==> src/rtl/tcd_pkg.sv <==
/*
  Shared constants and types of the tape command decoder: activate and
  list word fields, register offsets, function and subcommand codes,
  status bit positions and the erase timing.
  Assumes 16-bit words whose bit 0 is the most significant bit, so that
  printed bit n of a word is vector index 15-n.
*/
package tcd_pkg;

  localparam int WORD_W = 16;

  // Activate word 1 fields (vector indices).
  localparam int AW_FN_HI = 7;
  localparam int AW_FN_LO = 6;
  localparam int AW_SEL_HI = 4;
  localparam int AW_SEL_LO = 3;

  // List word 3 fields (vector indices).
  localparam int L3_INT = 15;
  localparam int L3_DIR = 14;
  localparam int L3_CHAIN = 13;
  localparam int L3_SUB_HI = 12;
  localparam int L3_SUB_LO = 10;

  // Status word 1 bits (vector indices).
  localparam int ST_OC = 15;
  localparam int ST_EOF = 8;
  localparam int ST_RW_BASE = 4;

  // Register offsets.
  localparam logic [2:0] REG_ACT1 = 3'h0;
  localparam logic [2:0] REG_LW1 = 3'h1;
  localparam logic [2:0] REG_LW2 = 3'h2;
  localparam logic [2:0] REG_LW3 = 3'h3;
  localparam logic [2:0] REG_LW4 = 3'h4;
  localparam logic [2:0] REG_DATA = 3'h5;
  localparam logic [2:0] REG_CNT = 3'h6;

  localparam logic [1:0] SEL_CLEAR = 2'h0;
  localparam logic [1:0] SEL_T1 = 2'h1;
  localparam logic [1:0] SEL_T2 = 2'h2;
  localparam logic [7:0] EOF_CHAR = 8'h13;
  localparam logic [7:0] PAD_CHAR = 8'hff;

  // Erase length over tape speed, rounded up to whole clock cycles.
  localparam longint CLK_HZ = 200000000;
  localparam longint ERASE_UM = 88900;
  localparam longint TAPE_UM_PER_S = 952500;
  localparam int ERASE_CYC_DEF =
    int'((ERASE_UM * CLK_HZ + TAPE_UM_PER_S - 1) / TAPE_UM_PER_S);

  typedef enum logic [2:0] {
    ST_IDLE = 3'h0,
    ST_FETCH = 3'h1,
    ST_RUN = 3'h3,
    ST_IRQ = 3'h2,
    ST_STAT = 3'h6
  } tcd_state_t;

  typedef enum logic [1:0] {
    FN_RW_INT = 2'h0,
    FN_RW_UNLOAD = 2'h1,
    FN_RW_QUIET = 2'h2,
    FN_LIST = 2'h3
  } tcd_fn_t;

  typedef enum logic [2:0] {
    SUB_READ = 3'h0,
    SUB_SKIP = 3'h1,
    SUB_NOP = 3'h2,
    SUB_WRITE = 3'h4,
    SUB_ERASE = 3'h5,
    SUB_WEOF = 3'h6
  } tcd_sub_t;

  typedef struct packed {
    logic [7:0] chr;
    logic stb;
    logic gap;
    logic mark;
    logic [2:0] sot;
  } tcd_tape_in_t;

  typedef struct packed {
    logic [1:0] unit;
    logic motion;
    logic dir;
    logic erase;
    logic [7:0] wchr;
    logic wstb;
  } tcd_tape_out_t;

endpackage

==> src/rtl/tcd_decoder.sv <==
/*
  Tape command decoder and sequencer: activate word decode, rewind
  tracking, list fetch handshake, read/write/skip/erase/end-of-file
  sequencing and interrupt-then-status ordering.
  Assumes a block-transfer section on the same clock that writes list
  and data words over the register port and acknowledges status stores;
  tape pins are asynchronous and pass the synchroniser.
*/
// The implementer's own choices: strobed register access and the register addresses.
`timescale 1ns/1ps
module tcd_decoder import tcd_pkg::*; #(
  parameter int ERASE_CYC = ERASE_CYC_DEF,
  parameter int CW = WORD_W
) (
  input wire logic clk_i,
  input wire logic rst_n_i,
  input wire logic ce_i,
  input wire logic [2:0] addr_i,
  input wire logic [15:0] wdata_i,
  input wire logic wr_i,
  input wire logic rd_i,
  output logic [15:0] rdata_o,
  input wire tcd_tape_in_t tape_i,
  output tcd_tape_out_t tape_o,
  output logic [2:0] rewind_o,
  output logic [2:0] unload_o,
  output logic list_req_o,
  output logic [15:0] list_addr_o,
  output logic data_req_o,
  output logic [15:0] mem_word_o,
  output logic mem_wr_o,
  output logic irq_o,
  output logic status_req_o,
  output logic [15:0] status_o,
  input wire logic status_ack_i,
  output logic busy_o
);

  function automatic logic [1:0] sel_unit(input logic [1:0] sel);
    sel_unit = (sel == SEL_T1) ? 2'h0 : (sel == SEL_T2) ? 2'h1 : 2'h2;
  endfunction

  function automatic logic [2:0] unit_mask(input logic [1:0] u);
    unit_mask = 3'h1 << u;
  endfunction

  //////////////////////////////////////////////////////////////////////
  // Pin inputs and register strobes.

  tcd_tape_in_t tin;
  logic stb_q;
  logic gap_q;
  logic mark_q;
  logic [2:0] sot_q;

  tcd_sync #(.W($bits(tcd_tape_in_t))) u_sync (
    .clk_i(clk_i),
    .rst_n_i(rst_n_i),
    .ce_i(ce_i),
    .d_i(tape_i),
    .q_o(tin)
  );

  always_ff @(posedge clk_i) begin
    if (!rst_n_i) begin
      stb_q <= 1'b0;
      gap_q <= 1'b0;
      mark_q <= 1'b0;
      sot_q <= '0;
    end else if (ce_i) begin
      stb_q <= tin.stb;
      gap_q <= tin.gap;
      mark_q <= tin.mark;
      sot_q <= tin.sot;
    end
  end

  logic stb_rise;
  logic gap_rise;
  logic mark_rise;
  logic [2:0] sot_rise;
  assign stb_rise = tin.stb & ~stb_q;
  assign gap_rise = tin.gap & ~gap_q;
  assign mark_rise = tin.mark & ~mark_q;
  assign sot_rise = tin.sot & ~sot_q;

  tcd_state_t state;
  logic act_wr;
  logic clear;
  logic cmd_ok;
  logic lw3_wr;
  logic data_wr;
  tcd_fn_t fn;
  logic [1:0] sel;
  assign act_wr = ce_i & wr_i & (addr_i == REG_ACT1);
  assign sel = {wdata_i[AW_SEL_HI], wdata_i[AW_SEL_LO]};
  assign fn = tcd_fn_t'({wdata_i[AW_FN_HI], wdata_i[AW_FN_LO]});
  assign clear = act_wr & (sel == SEL_CLEAR);
  assign cmd_ok = act_wr & ~clear & (state == ST_IDLE);
  assign lw3_wr = ce_i & wr_i & (addr_i == REG_LW3);
  assign data_wr = ce_i & wr_i & (addr_i == REG_DATA);

  //////////////////////////////////////////////////////////////////////
  // Register port. List words are written by the block-transfer section.

  logic [15:0] lw_addr;
  logic [CW-1:0] lw_cnt;
  logic [15:0] lw_par;
  logic [15:0] dword;
  logic [CW-1:0] cnt;
  logic [2:0] rewinding;
  logic [2:0] rw_done;

  always_ff @(posedge clk_i) begin
    if (!rst_n_i) begin
      lw_addr <= '0;
      lw_cnt <= '0;
      lw_par <= '0;
      list_addr_o <= '0;
      dword <= '0;
    end else if (ce_i && wr_i) begin
      case (addr_i)
        REG_LW1: lw_addr <= wdata_i;
        REG_LW2: lw_cnt <= CW'(wdata_i);
        REG_LW3: lw_par <= wdata_i;
        REG_LW4: list_addr_o <= wdata_i;
        REG_DATA: dword <= wdata_i;
        default: ;
      endcase
    end
  end

  always_ff @(posedge clk_i) begin
    if (!rst_n_i) begin
      rdata_o <= '0;
    end else if (ce_i) begin
      rdata_o <= '0;
      if (rd_i) begin
        case (addr_i)
          REG_ACT1: rdata_o <= {state, rewinding, rw_done, 6'h00, busy_o};
          REG_LW1: rdata_o <= lw_addr;
          REG_LW2: rdata_o <= 16'(lw_cnt);
          REG_LW3: rdata_o <= lw_par;
          REG_LW4: rdata_o <= list_addr_o;
          REG_CNT: rdata_o <= 16'(cnt);
          default: rdata_o <= '0;
        endcase
      end
    end
  end

  //////////////////////////////////////////////////////////////////////
  // Rewind tracking per transport. Transports keep rewinding after a
  // clear; the tracking and the pending reports are both dropped.

  logic [2:0] rw_quiet;
  logic [2:0] rw_unl;
  logic rw_take;
  logic [1:0] rw_pick;
  assign rw_pick = rw_done[0] ? 2'h0 : rw_done[1] ? 2'h1 : 2'h2;
  assign rw_take = ce_i & (state == ST_IDLE) & ~act_wr & (|rw_done);

  always_ff @(posedge clk_i) begin
    if (!rst_n_i) begin
      rewinding <= '0;
      rw_quiet <= '0;
      rw_unl <= '0;
      rw_done <= '0;
      rewind_o <= '0;
      unload_o <= '0;
    end else if (ce_i) begin
      rewind_o <= '0;
      unload_o <= '0;
      if (clear) begin
        rewinding <= '0;
        rw_done <= '0;
      end else begin
        if (rw_take) begin
          rw_done[rw_pick] <= 1'b0;
        end
        for (int u = 0; u < 3; u++) begin
          if (rewinding[u] && sot_rise[u]) begin
            rewinding[u] <= 1'b0;
            unload_o[u] <= rw_unl[u];
            if (!rw_unl[u]) begin
              rw_done[u] <= 1'b1;
            end
          end
        end
        if (cmd_ok && fn != FN_LIST) begin
          rewinding <= rewinding | unit_mask(sel_unit(sel));
          rewind_o <= unit_mask(sel_unit(sel));
          rw_quiet[sel_unit(sel)] <= (fn == FN_RW_QUIET);
          rw_unl[sel_unit(sel)] <= (fn == FN_RW_UNLOAD);
        end
      end
    end
  end

  //////////////////////////////////////////////////////////////////////
  // Operation sequencer.

  tcd_sub_t op;
  logic want_irq;
  logic dvalid;
  logic half;
  logic [7:0] hi_char;
  logic [31:0] timer;
  logic run_done;
  logic chain;
  assign chain = lw_par[L3_CHAIN] & (op inside {SUB_READ, SUB_SKIP, SUB_WRITE, SUB_ERASE,
    SUB_WEOF});

  always_comb begin
    case (op)
      SUB_READ: run_done = (cnt == '0) | gap_rise | mark_rise
        | (stb_rise & (cnt == CW'(1)));
      SUB_WRITE: run_done = (cnt == '0)
        | (stb_rise & dvalid & (cnt == CW'(1)));
      SUB_SKIP: run_done = gap_rise | mark_rise;
      SUB_ERASE: run_done = (timer == '0);
      SUB_WEOF: run_done = (timer == '0);
      default: run_done = 1'b1;
    endcase
  end

  always_ff @(posedge clk_i) begin
    if (!rst_n_i) begin
      state <= ST_IDLE;
      op <= SUB_NOP;
      want_irq <= 1'b0;
      dvalid <= 1'b0;
      half <= 1'b0;
      hi_char <= '0;
      timer <= '0;
      cnt <= '0;
      tape_o <= '0;
      list_req_o <= 1'b0;
      mem_word_o <= '0;
      mem_wr_o <= 1'b0;
      irq_o <= 1'b0;
      status_req_o <= 1'b0;
      status_o <= '0;
    end else if (ce_i) begin
      mem_wr_o <= 1'b0;
      irq_o <= 1'b0;
      tape_o.wstb <= 1'b0;
      if (data_wr) begin
        dvalid <= 1'b1;
      end
      if (clear) begin
        state <= ST_IDLE;
        list_req_o <= 1'b0;
        status_req_o <= 1'b0;
        dvalid <= 1'b0;
        tape_o <= '0;
      end else begin
        case (state)
          ST_IDLE: begin
            status_o <= '0;
            if (cmd_ok) begin
              tape_o.unit <= sel_unit(sel);
              if (fn == FN_LIST) begin
                list_req_o <= 1'b1;
                state <= ST_FETCH;
              end else begin
                status_o[ST_OC] <= 1'b1;
                want_irq <= (fn != FN_RW_QUIET);
                state <= (fn != FN_RW_QUIET) ? ST_IRQ : ST_STAT;
                status_req_o <= (fn == FN_RW_QUIET);
              end
            end else if (rw_take) begin
              status_o[ST_RW_BASE - 32'(rw_pick)] <= 1'b1;
              state <= rw_quiet[rw_pick] ? ST_STAT : ST_IRQ;
              status_req_o <= rw_quiet[rw_pick];
            end
          end
          ST_FETCH: begin
            if (lw3_wr) begin
              list_req_o <= 1'b0;
              op <= tcd_sub_t'(wdata_i[L3_SUB_HI:L3_SUB_LO]);
              want_irq <= wdata_i[L3_INT];
              cnt <= lw_cnt;
              half <= 1'b0;
              timer <= 32'(ERASE_CYC - 1);
              tape_o.motion <= 1'b1;
              tape_o.erase <= (wdata_i[L3_SUB_HI:L3_SUB_LO] == SUB_ERASE)
                | (wdata_i[L3_SUB_HI:L3_SUB_LO] == SUB_WEOF);
              tape_o.dir <= (wdata_i[L3_SUB_HI:L3_SUB_LO] == SUB_SKIP)
                & wdata_i[L3_DIR];
              state <= ST_RUN;
            end
          end
          ST_RUN: begin
            if (op == SUB_READ && stb_rise && cnt != '0) begin
              cnt <= cnt - CW'(1);
              if (!half) begin
                hi_char <= tin.chr;
                half <= 1'b1;
                mem_word_o <= {tin.chr, PAD_CHAR};
                mem_wr_o <= (cnt == CW'(1));
              end else begin
                mem_word_o <= {hi_char, tin.chr};
                mem_wr_o <= 1'b1;
                half <= 1'b0;
              end
            end else if (op == SUB_READ && gap_rise && half) begin
              mem_word_o <= {hi_char, PAD_CHAR};
              mem_wr_o <= 1'b1;
            end
            if (op == SUB_WRITE && stb_rise && dvalid && cnt != '0) begin
              tape_o.wchr <= half ? dword[7:0] : dword[15:8];
              tape_o.wstb <= 1'b1;
              cnt <= cnt - CW'(1);
              half <= ~half;
              if ((half || cnt == CW'(1)) && !data_wr) begin
                dvalid <= 1'b0;
              end
            end
            if ((op == SUB_ERASE || op == SUB_WEOF) && timer != '0) begin
              timer <= timer - 32'd1;
            end
            if (op == SUB_WEOF && timer == '0) begin
              tape_o.wchr <= EOF_CHAR;
              tape_o.wstb <= 1'b1;
            end
            if (run_done) begin
              tape_o.motion <= 1'b0;
              tape_o.erase <= 1'b0;
              if (chain) begin
                list_req_o <= 1'b1;
                state <= ST_FETCH;
              end else begin
                status_o[ST_OC] <= 1'b1;
                status_o[ST_EOF] <= mark_rise;
                state <= want_irq ? ST_IRQ : ST_STAT;
                status_req_o <= ~want_irq;
              end
            end
          end
          ST_IRQ: begin
            irq_o <= 1'b1;
            status_req_o <= 1'b1;
            state <= ST_STAT;
          end
          ST_STAT: begin
            if (status_ack_i) begin
              status_req_o <= 1'b0;
              state <= ST_IDLE;
            end
          end
          default: state <= ST_IDLE;
        endcase
      end
    end
  end

  always_ff @(posedge clk_i) begin
    if (!rst_n_i) begin
      busy_o <= 1'b0;
      data_req_o <= 1'b0;
    end else if (ce_i) begin
      busy_o <= (state != ST_IDLE);
      data_req_o <= (state == ST_RUN) & (op == SUB_WRITE) & ~dvalid;
    end
  end
endmodule

==> src/rtl/tcd_sync.sv <==
/*
  Three-stage input synchroniser with agreement filter.
  Assumes a single clock; inputs may change at any time.
*/
`timescale 1ns/1ps
module tcd_sync #(
  parameter int W = 1
) (
  input wire logic clk_i,
  input wire logic rst_n_i,
  input wire logic ce_i,
  input wire logic [W-1:0] d_i,
  output logic [W-1:0] q_o
);

  logic [W-1:0] s1;
  logic [W-1:0] s2;
  logic [W-1:0] s3;

  always_ff @(posedge clk_i) begin
    if (!rst_n_i) begin
      s1 <= '0;
      s2 <= '0;
      s3 <= '0;
    end else if (ce_i) begin
      s1 <= d_i;
      s2 <= s1;
      s3 <= s2;
    end
  end

  // A bit changes only once the last two stages agree.
  for (genvar i = 0; i < W; i++) begin : g_bit
    always_ff @(posedge clk_i) begin
      if (!rst_n_i) begin
        q_o[i] <= 1'b0;
      end else if (ce_i && (s2[i] == s3[i])) begin
        q_o[i] <= s3[i];
      end
    end
  end

endmodule

==> config.mk <==
export PLATFORM = sky130hd
export DESIGN_NAME = tcd_decoder
export DESIGN_NICKNAME = d
export VERILOG_FILES = /design/src/rtl/tcd_pkg.sv /design/src/rtl/tcd_decoder.sv /design/src/rtl/tcd_sync.sv
export SDC_FILE = /design/constraint.sdc
export NUM_CORES = 1
export LEC_CHECK = 0
export BUFFER_PORTS_ARGS = -buffer_cell sky130_fd_sc_hd__buf_2
export CORE_ASPECT_RATIO = 1.2
export CORE_MARGIN = 2
export CORE_UTILIZATION = 46
export CTS_BUF_LIST = sky130_fd_sc_hd__clkbuf_8
export DETAILED_ROUTE_END_ITERATION = 12
export HOLD_SLACK_MARGIN = 0.1
export PLACE_DENSITY = 0.7
export SLEW_MARGIN = 10
export SYNTH_ARGS = -nofsm -noshare
export SYNTH_HDL_FRONTEND = slang
export SYNTH_SLANG_ARGS = --single-unit
export TNS_END_PERCENT = 10
==> constraint.sdc <==
create_clock -name clk_i -period 2.9 [get_ports clk_i]
set_input_delay 0.29 -clock clk_i [delete_from_list [all_inputs] [get_ports clk_i]]
set_output_delay 0.29 -clock clk_i [all_outputs]
set_load 0.03 [all_outputs]
---- Word level (Yosys, flattened, before mapping) ----
Cells that the tools add are included.
word-level totals
  register bits ........................... 293
  bits of input ports ..................... 39
  output and inout port bits .............. 90
  word-level logic and storage cells ...... 364
cells by class
  add/sub/neg operators ................... 3
  magnitude comparators ................... 6
  equality and inequality tests ........... 55
  shift-type cells ........................ 1
  mux-type cells .......................... 115
  bitwise logic cells ..................... 39
  reduce and logical (&&, ||, !) cells .... 87
operators with widths
  cell                                                                number
  2-to-1 mux 16 bit                                                   8
  one-hot mux 16 bit (6 select lines)                                 1
  2-to-1 mux 32 bit                                                   2
  one-hot mux 32 bit (2 select lines)                                 1
  2-to-1 mux 3 bit                                                    19
  2-to-1 mux 1 bit                                                    55
  greater-or-equal comparator 32 x 1 -> 1 bit, second input constant  1
  logical AND 1 bit                                                   32
  logical NOT 32 bit                                                  1
  < comparator 32 x 5 -> 1 bit, second input constant                 1
  one-hot mux 16 bit (2 select lines)                                 1
  nonzero test 32 bit                                                 1
  subtractor 32 x 1 -> 32 bit, second input constant                  1
  == test 3 bit, second input constant                                9
  2-to-1 mux 9 bit                                                    3
  AND reduction 5 bit                                                 5
  inequality test 3 bit, second input constant                        7
  bitwise AND 1 bit                                                   20
  nonzero test 2 bit                                                  9
  nonzero test 3 bit                                                  6
  == test 16 x 1 -> 1 bit, second input constant                      1
  logical NOT 16 bit                                                  1
  inequality test 2 bit, second input constant                        8
  AND reduction 2 bit                                                 8
  other kinds (42)                                                    105

---- Logic depth before layout (Yosys ltp) ----
  word-level depth ........................ 12
  mapped depth ............................ 11
  gate-level depth less buffers ........... 9

---- By module ----
Synthesis repeated with hierarchy kept, for this count alone.
second synthesis, totals
  cells, all modules ...................... 1,577
  area, all modules ....................... 13,196.4 µm²
by module, submodules not included
  module       times used  cells each  area an instance (µm²)  sequential area each (µm²)
  tcd_decoder  1           1,351       10,861.7                4,624.4
  tcd_sync     1           226         2,334.7                 1,121.1

---- Worst setup path before layout ----
No wires, ideal clock.
  kind .................................... register -> register
  from .................................... reg timer[12]
  to ...................................... reg status_o[8]
  setup time .............................. 0.070 ns
  arrival ................................. 2.752 ns
  required time ........................... 2.830 ns
  setup slack ............................. 0.078 ns
  stages on the path, launching flop included .. 9
  buffers on the path ..................... 1
  clock period less this slack ............ 2.822 ns
  path through ............................ dfxtp_1 or4_4 or4_4 or3_4 o32ai_2 nor2_2 buf_6 or4_1 a21oi_1
between the ends
  longest elaborated chain between the ends .. 4
ends and longest elaborated chain
  item                                    line                                    RTL
  start: declaration                      tcd_decoder.sv:208                      logic [31:0] timer;
  start signal: assignment                tcd_decoder.sv:285                      timer <= 32'(ERASE_CYC - 1);
  start signal: assignment                tcd_decoder.sv:321                      timer <= timer - 32'd1;
  logical NOT 32 bit                      tcd_decoder.sv:221, tcd_decoder.sv:222
  one-hot mux 1 bit (4 select lines)      tcd_decoder.sv:215                      case (op)
  inequality test 2 bit (no source line)  --
  AND reduction 5 bit (no source line)    --
  end signal: indexed assignment          tcd_decoder.sv:335                      status_o[ST_EOF] <= mark_rise;
  end: declaration                        tcd_decoder.sv:34                       output logic [15:0] status_o,
No other way between the ends.
A chain may end at the register's enable or synchronous reset.

---- Final worst setup path ----
  from .................................... reg timer[12]
  to ...................................... reg list_req_o
between the ends
  longest elaborated chain between the ends .. 4
ends and longest elaborated chain
  item                                    line                                    RTL
  logical NOT 32 bit                      tcd_decoder.sv:221, tcd_decoder.sv:222
  one-hot mux 1 bit (4 select lines)      tcd_decoder.sv:215
  inequality test 3 bit (no source line)  --
  AND reduction 7 bit (no source line)    --
  end signal: assignment                  tcd_decoder.sv:238                      list_req_o <= 1'b0;
  end signal: assignment                  tcd_decoder.sv:253                      list_req_o <= 1'b0;
  end signal: assignment                  tcd_decoder.sv:264                      list_req_o <= 1'b1;
  end: declaration                        tcd_decoder.sv:27                       output logic list_req_o,
No other way between the ends.

==> reports/qor.txt <==
Depth of the most critical reg-to-reg path -> 7
Synthesized-area fraction occupied by xor and xnor cells -> 2.07%
Portion of the post-synthesis area used by sequential elements -> 45.4%
Die width -> 155 µm
Global-route wire length before repair -> 58,500 µm
Maximum number of pins on one net before global-route repair -> 66
Count of boundary I/O pins -> 129
Number of CTS-inserted buffers -> 48
Number of global-route vias before repair -> 11,224
Number of instances in the synthesized netlist -> 1,526
Filler cell count -> 2,474
Post-synthesis cell type with the largest combined area -> dfxtp_1
GR Util All Layers -> 25.2%
Crit share post-route -> 97.5%
Cell occurring most often along the worst timing path -> or4_4
Clock H-tree levels -> 2
Layout overhead on the synthesized area -> 18.4%
Post-Synth Adder-Cell Area -> 0.889%
Detailed-route via count -> 11,778
Most frequent cells in the layout -> dfxtp_1, nand2_1, a21oi_1
Setup Fix Bufs, Post-CTS -> 0
Reg clk slew, reported paths -> 0.06 ns
Die Outline Area -> 28,900 µm²
Flop pwr share -> 49.9%
Final weighted congestion in routability-driven placement -> 0.928
Max-cap violation count -> 0
Max Slew Vio Count -> 0
Transition time at the pin with the least slew margin -> 1.02 ns
Average footprint of a synthesized cell -> 8.30 µm²
Initial antenna violation count -> 1
Remaining antenna violation count after routing -> 0
Synth top area share -> 45.4%
Status -> complete, no violations
Vias/cell -> 5.75
Final TNS setup -> 0 ns
Arrival time of the worst setup path -> 3.31 ns
Hold Fails Final Rpt -> 0
Starting Density -> 46.8%
Total of warnings raised by yosys -> 0
Largest voltage drop on the vdd net -> 0.348 mV
Number of diodes -> 0
Clk network pwr share -> 44.5%
Tmin final -> 2.83 ns
Overflow after GRT -> 0
Slowest-stage cell, CP -> or4_4
Post-DR wirelength/cell -> 18.0 µm
Mux cell area share after synthesis -> 7.66%
Quantity of I/O buffers inserted on ports -> 122
Simple-gate share of the synthesized area -> 21.6%
Total leakage power -> 0.00596 µW
Count of clock tree sinks -> 287
Iter 0 DRT Violations -> 938
Detailed-route wire length -> 36,900 µm
Switching component of the power -> 1940 µW
Worst Hold Class -> input port to register
Layout cells sized above 1 -> 16.7%
Count of flip-flops with a built-in enable after synthesis -> 0
Clock tree root buffer cell -> clkbuf_8
1st-pass router iterations -> 5
Dominant combinational cell family by area after synthesis -> simple AND/OR/NAND/NOR gates
Minimum setup slack among reg-to-reg paths -> 0.07 ns
Crit path cell chain -> or4_4, or4_4, or3_4, o32ai_4, nor2_4, or4_4, a211oi_2
CP Capture Type -> register
Upper clock frequency limit -> 354 MHz
Post-route total power -> 8040 µW
Critical path required time -> 3.38 ns
Int Power -> 6100 µW
HPWL Detailed -> 25,400 µm
Peak fanout along the critical path -> 8
TritonCTS clock tree -> done
Most frequent standard cell in the layout excluding fill and tap cells -> dfxtp_1
Net switching share of the total power -> 24.1%
Kind of critical path -> register to register
Portion of total power attributed to combinational logic -> 5.6%
Nets -> 1,720
Max-slew headroom -> 31.7%
Height of the die -> 186 µm
Final setup skew -> 0.0249 ns
Cell area power density -> 536 nW/µm²
Maximum single-stage delay on the critical path -> 0.55 ns
Number of rows in the core area -> 66
Skew-Pair Late Insertion Delay -> 0.56 ns
Number of flip-flops and latches in the synthesized netlist -> 287
DRC viols -> 0
Core Footprint -> 27,100 µm²
Critical Path Start Type -> register
Maximum clock path buffer count -> 3
Final setup fails -> 0
Synth Area in Compound Gates -> 18.3%
Summed instance area of the synthesized netlist -> 12,700 µm²
RSZ-0062 raised after global routing -> true
Number of stages on the worst hold path -> 3
Top post-synthesis cells by area -> dfxtp_1, a21oi_1, nand2_1
Async set-or-reset flop fraction in the synthesized netlist -> 0%
Most frequently used flop master after synthesis -> dfxtp_1
Library cells used by synthesis -> 69
==> through the flow <==
step | instances | setup WS (ns) | util [%] | hold slack (ns) | cell area (µm²)
2_1_floorplan | 1531 | 0.0777 | - | 0.426 | 12700
6_report | 2049 | 0.0723 | 55.4 | 0.124 | 15000
3_5_place_dp | 1937 | 0.00211 | 50.8 | 0.446 | 13700
4_1_cts | 2049 | 0.0558 | 55.3 | 0.101 | 15000
3_3_place_gp | 1937 | 0.0396 | 50.8 | 0.440 | 13700
5_1_grt | 2049 | -0.00791 | 55.4 | 0.114 | 15000
==> sequential cells by signal, summed over array words and instances, names as in the netlist, 8 cells and up <==
name	flops
timer	32
cnt	16
dword	16
list_addr_o	16
lw_addr	16
lw_cnt	16
lw_par	16
mem_word_o	16
rdata_o	16
tape_o	14
u_sync.q_o	14
u_sync.s1	14
u_sync.s2	14
u_sync.s3	14
status_o	10
hi_char	8
==> final timing paths <==
| check | start | to |
|---|---|---|
| worst min-delay path | wdata_i[11] | list_addr_o[11] |
| worst max-delay path | timer[12] | list_req_o |
| worst min register to register | lw_addr[5] | lw_addr[5] |
| worst max register to register | timer[12] | list_req_o |
==> timing repair <==
action	in CTS	in global routing
endpoints found under the hold margin	67	0
pin swaps	1	2
resized for setup	2	1
endpoints found under the setup margin	1	2
hold buffers	25	0
==> cells in the mapped netlist (7+ instances only) <==
cell type	instances
inv_1	17
a21oi_1	184
nand2_1	243
a22o_1	9
or2_2	7
or3_1	12
a211oi_1	30
nor2_1	183
nand3_1	20
nand3b_1	7
nor3_1	27
o2bb2ai_1	9
ha_1	9
and3_1	8
nand2b_1	9
a21o_1	14
mux2_2	13
nand4_1	10
or4_1	8
a32oi_1	9
and2_1	16
mux2i_1	80
xor2_1	22
nor2b_1	11
clkbuf_1	99
nor4_1	20
dfxtp_1	287
a22oi_1	18
xnor2_1	8
o21ai_0	48
==> critical path, delay by kind of cell, from the launching register on <==
family / cells / cell delay, ns
AND/OR/NAND/NOR: 5 / 1.93
AO/OA/AOI/OAI: 2 / 0.50
flip-flops: 1 / 0.31
==> area by class of cell <==
cell class                 count  area (µm²)  area share, %
clock buffer                  61         840           5.60
clock inverter                26         135          0.901
inverter                      18        72.6          0.484
multi-input combinational   1115        6460           43.1
sequential                   287        5750           38.3
tap                          340         425           2.84
timing repair buffer         202        1310           8.76
==> per-layer routing <==
layer  GRT usage (%)  part of all wire, %
met5               0                    0
met2            42.4                   47
met4            10.4                  3.8
met3            4.54                  7.9
met1            32.1                   41
==> kinds of logic (layout without fill, tap and decap cells) <==
kind of cell | after synthesis | after routing
adders and majority gates | 9 | 9
and+or+nand+nor | 604 | 604
buffers and inverters | 129 | 307
xor gates and xnor gates | 30 | 30
DFF | 287 | 287
muxes | 94 | 94
AOI/OAI and AO/OA | 372 | 372
other | 1 | 6
==> power by group through the flow <==
stage / Combinational (µW) / Sequential [µW] / Clock (µW)
finish: 454 / 4010 / 3580
global route: 485 / 4020 / 3820
CTS: 446 / 4010 / 3640
detailed placement: 419 / 4100 / 0
global placement: 414 / 4100 / 0
floorplan: 257 / 4100 / 0
Power figures use the tool's default switching activity.
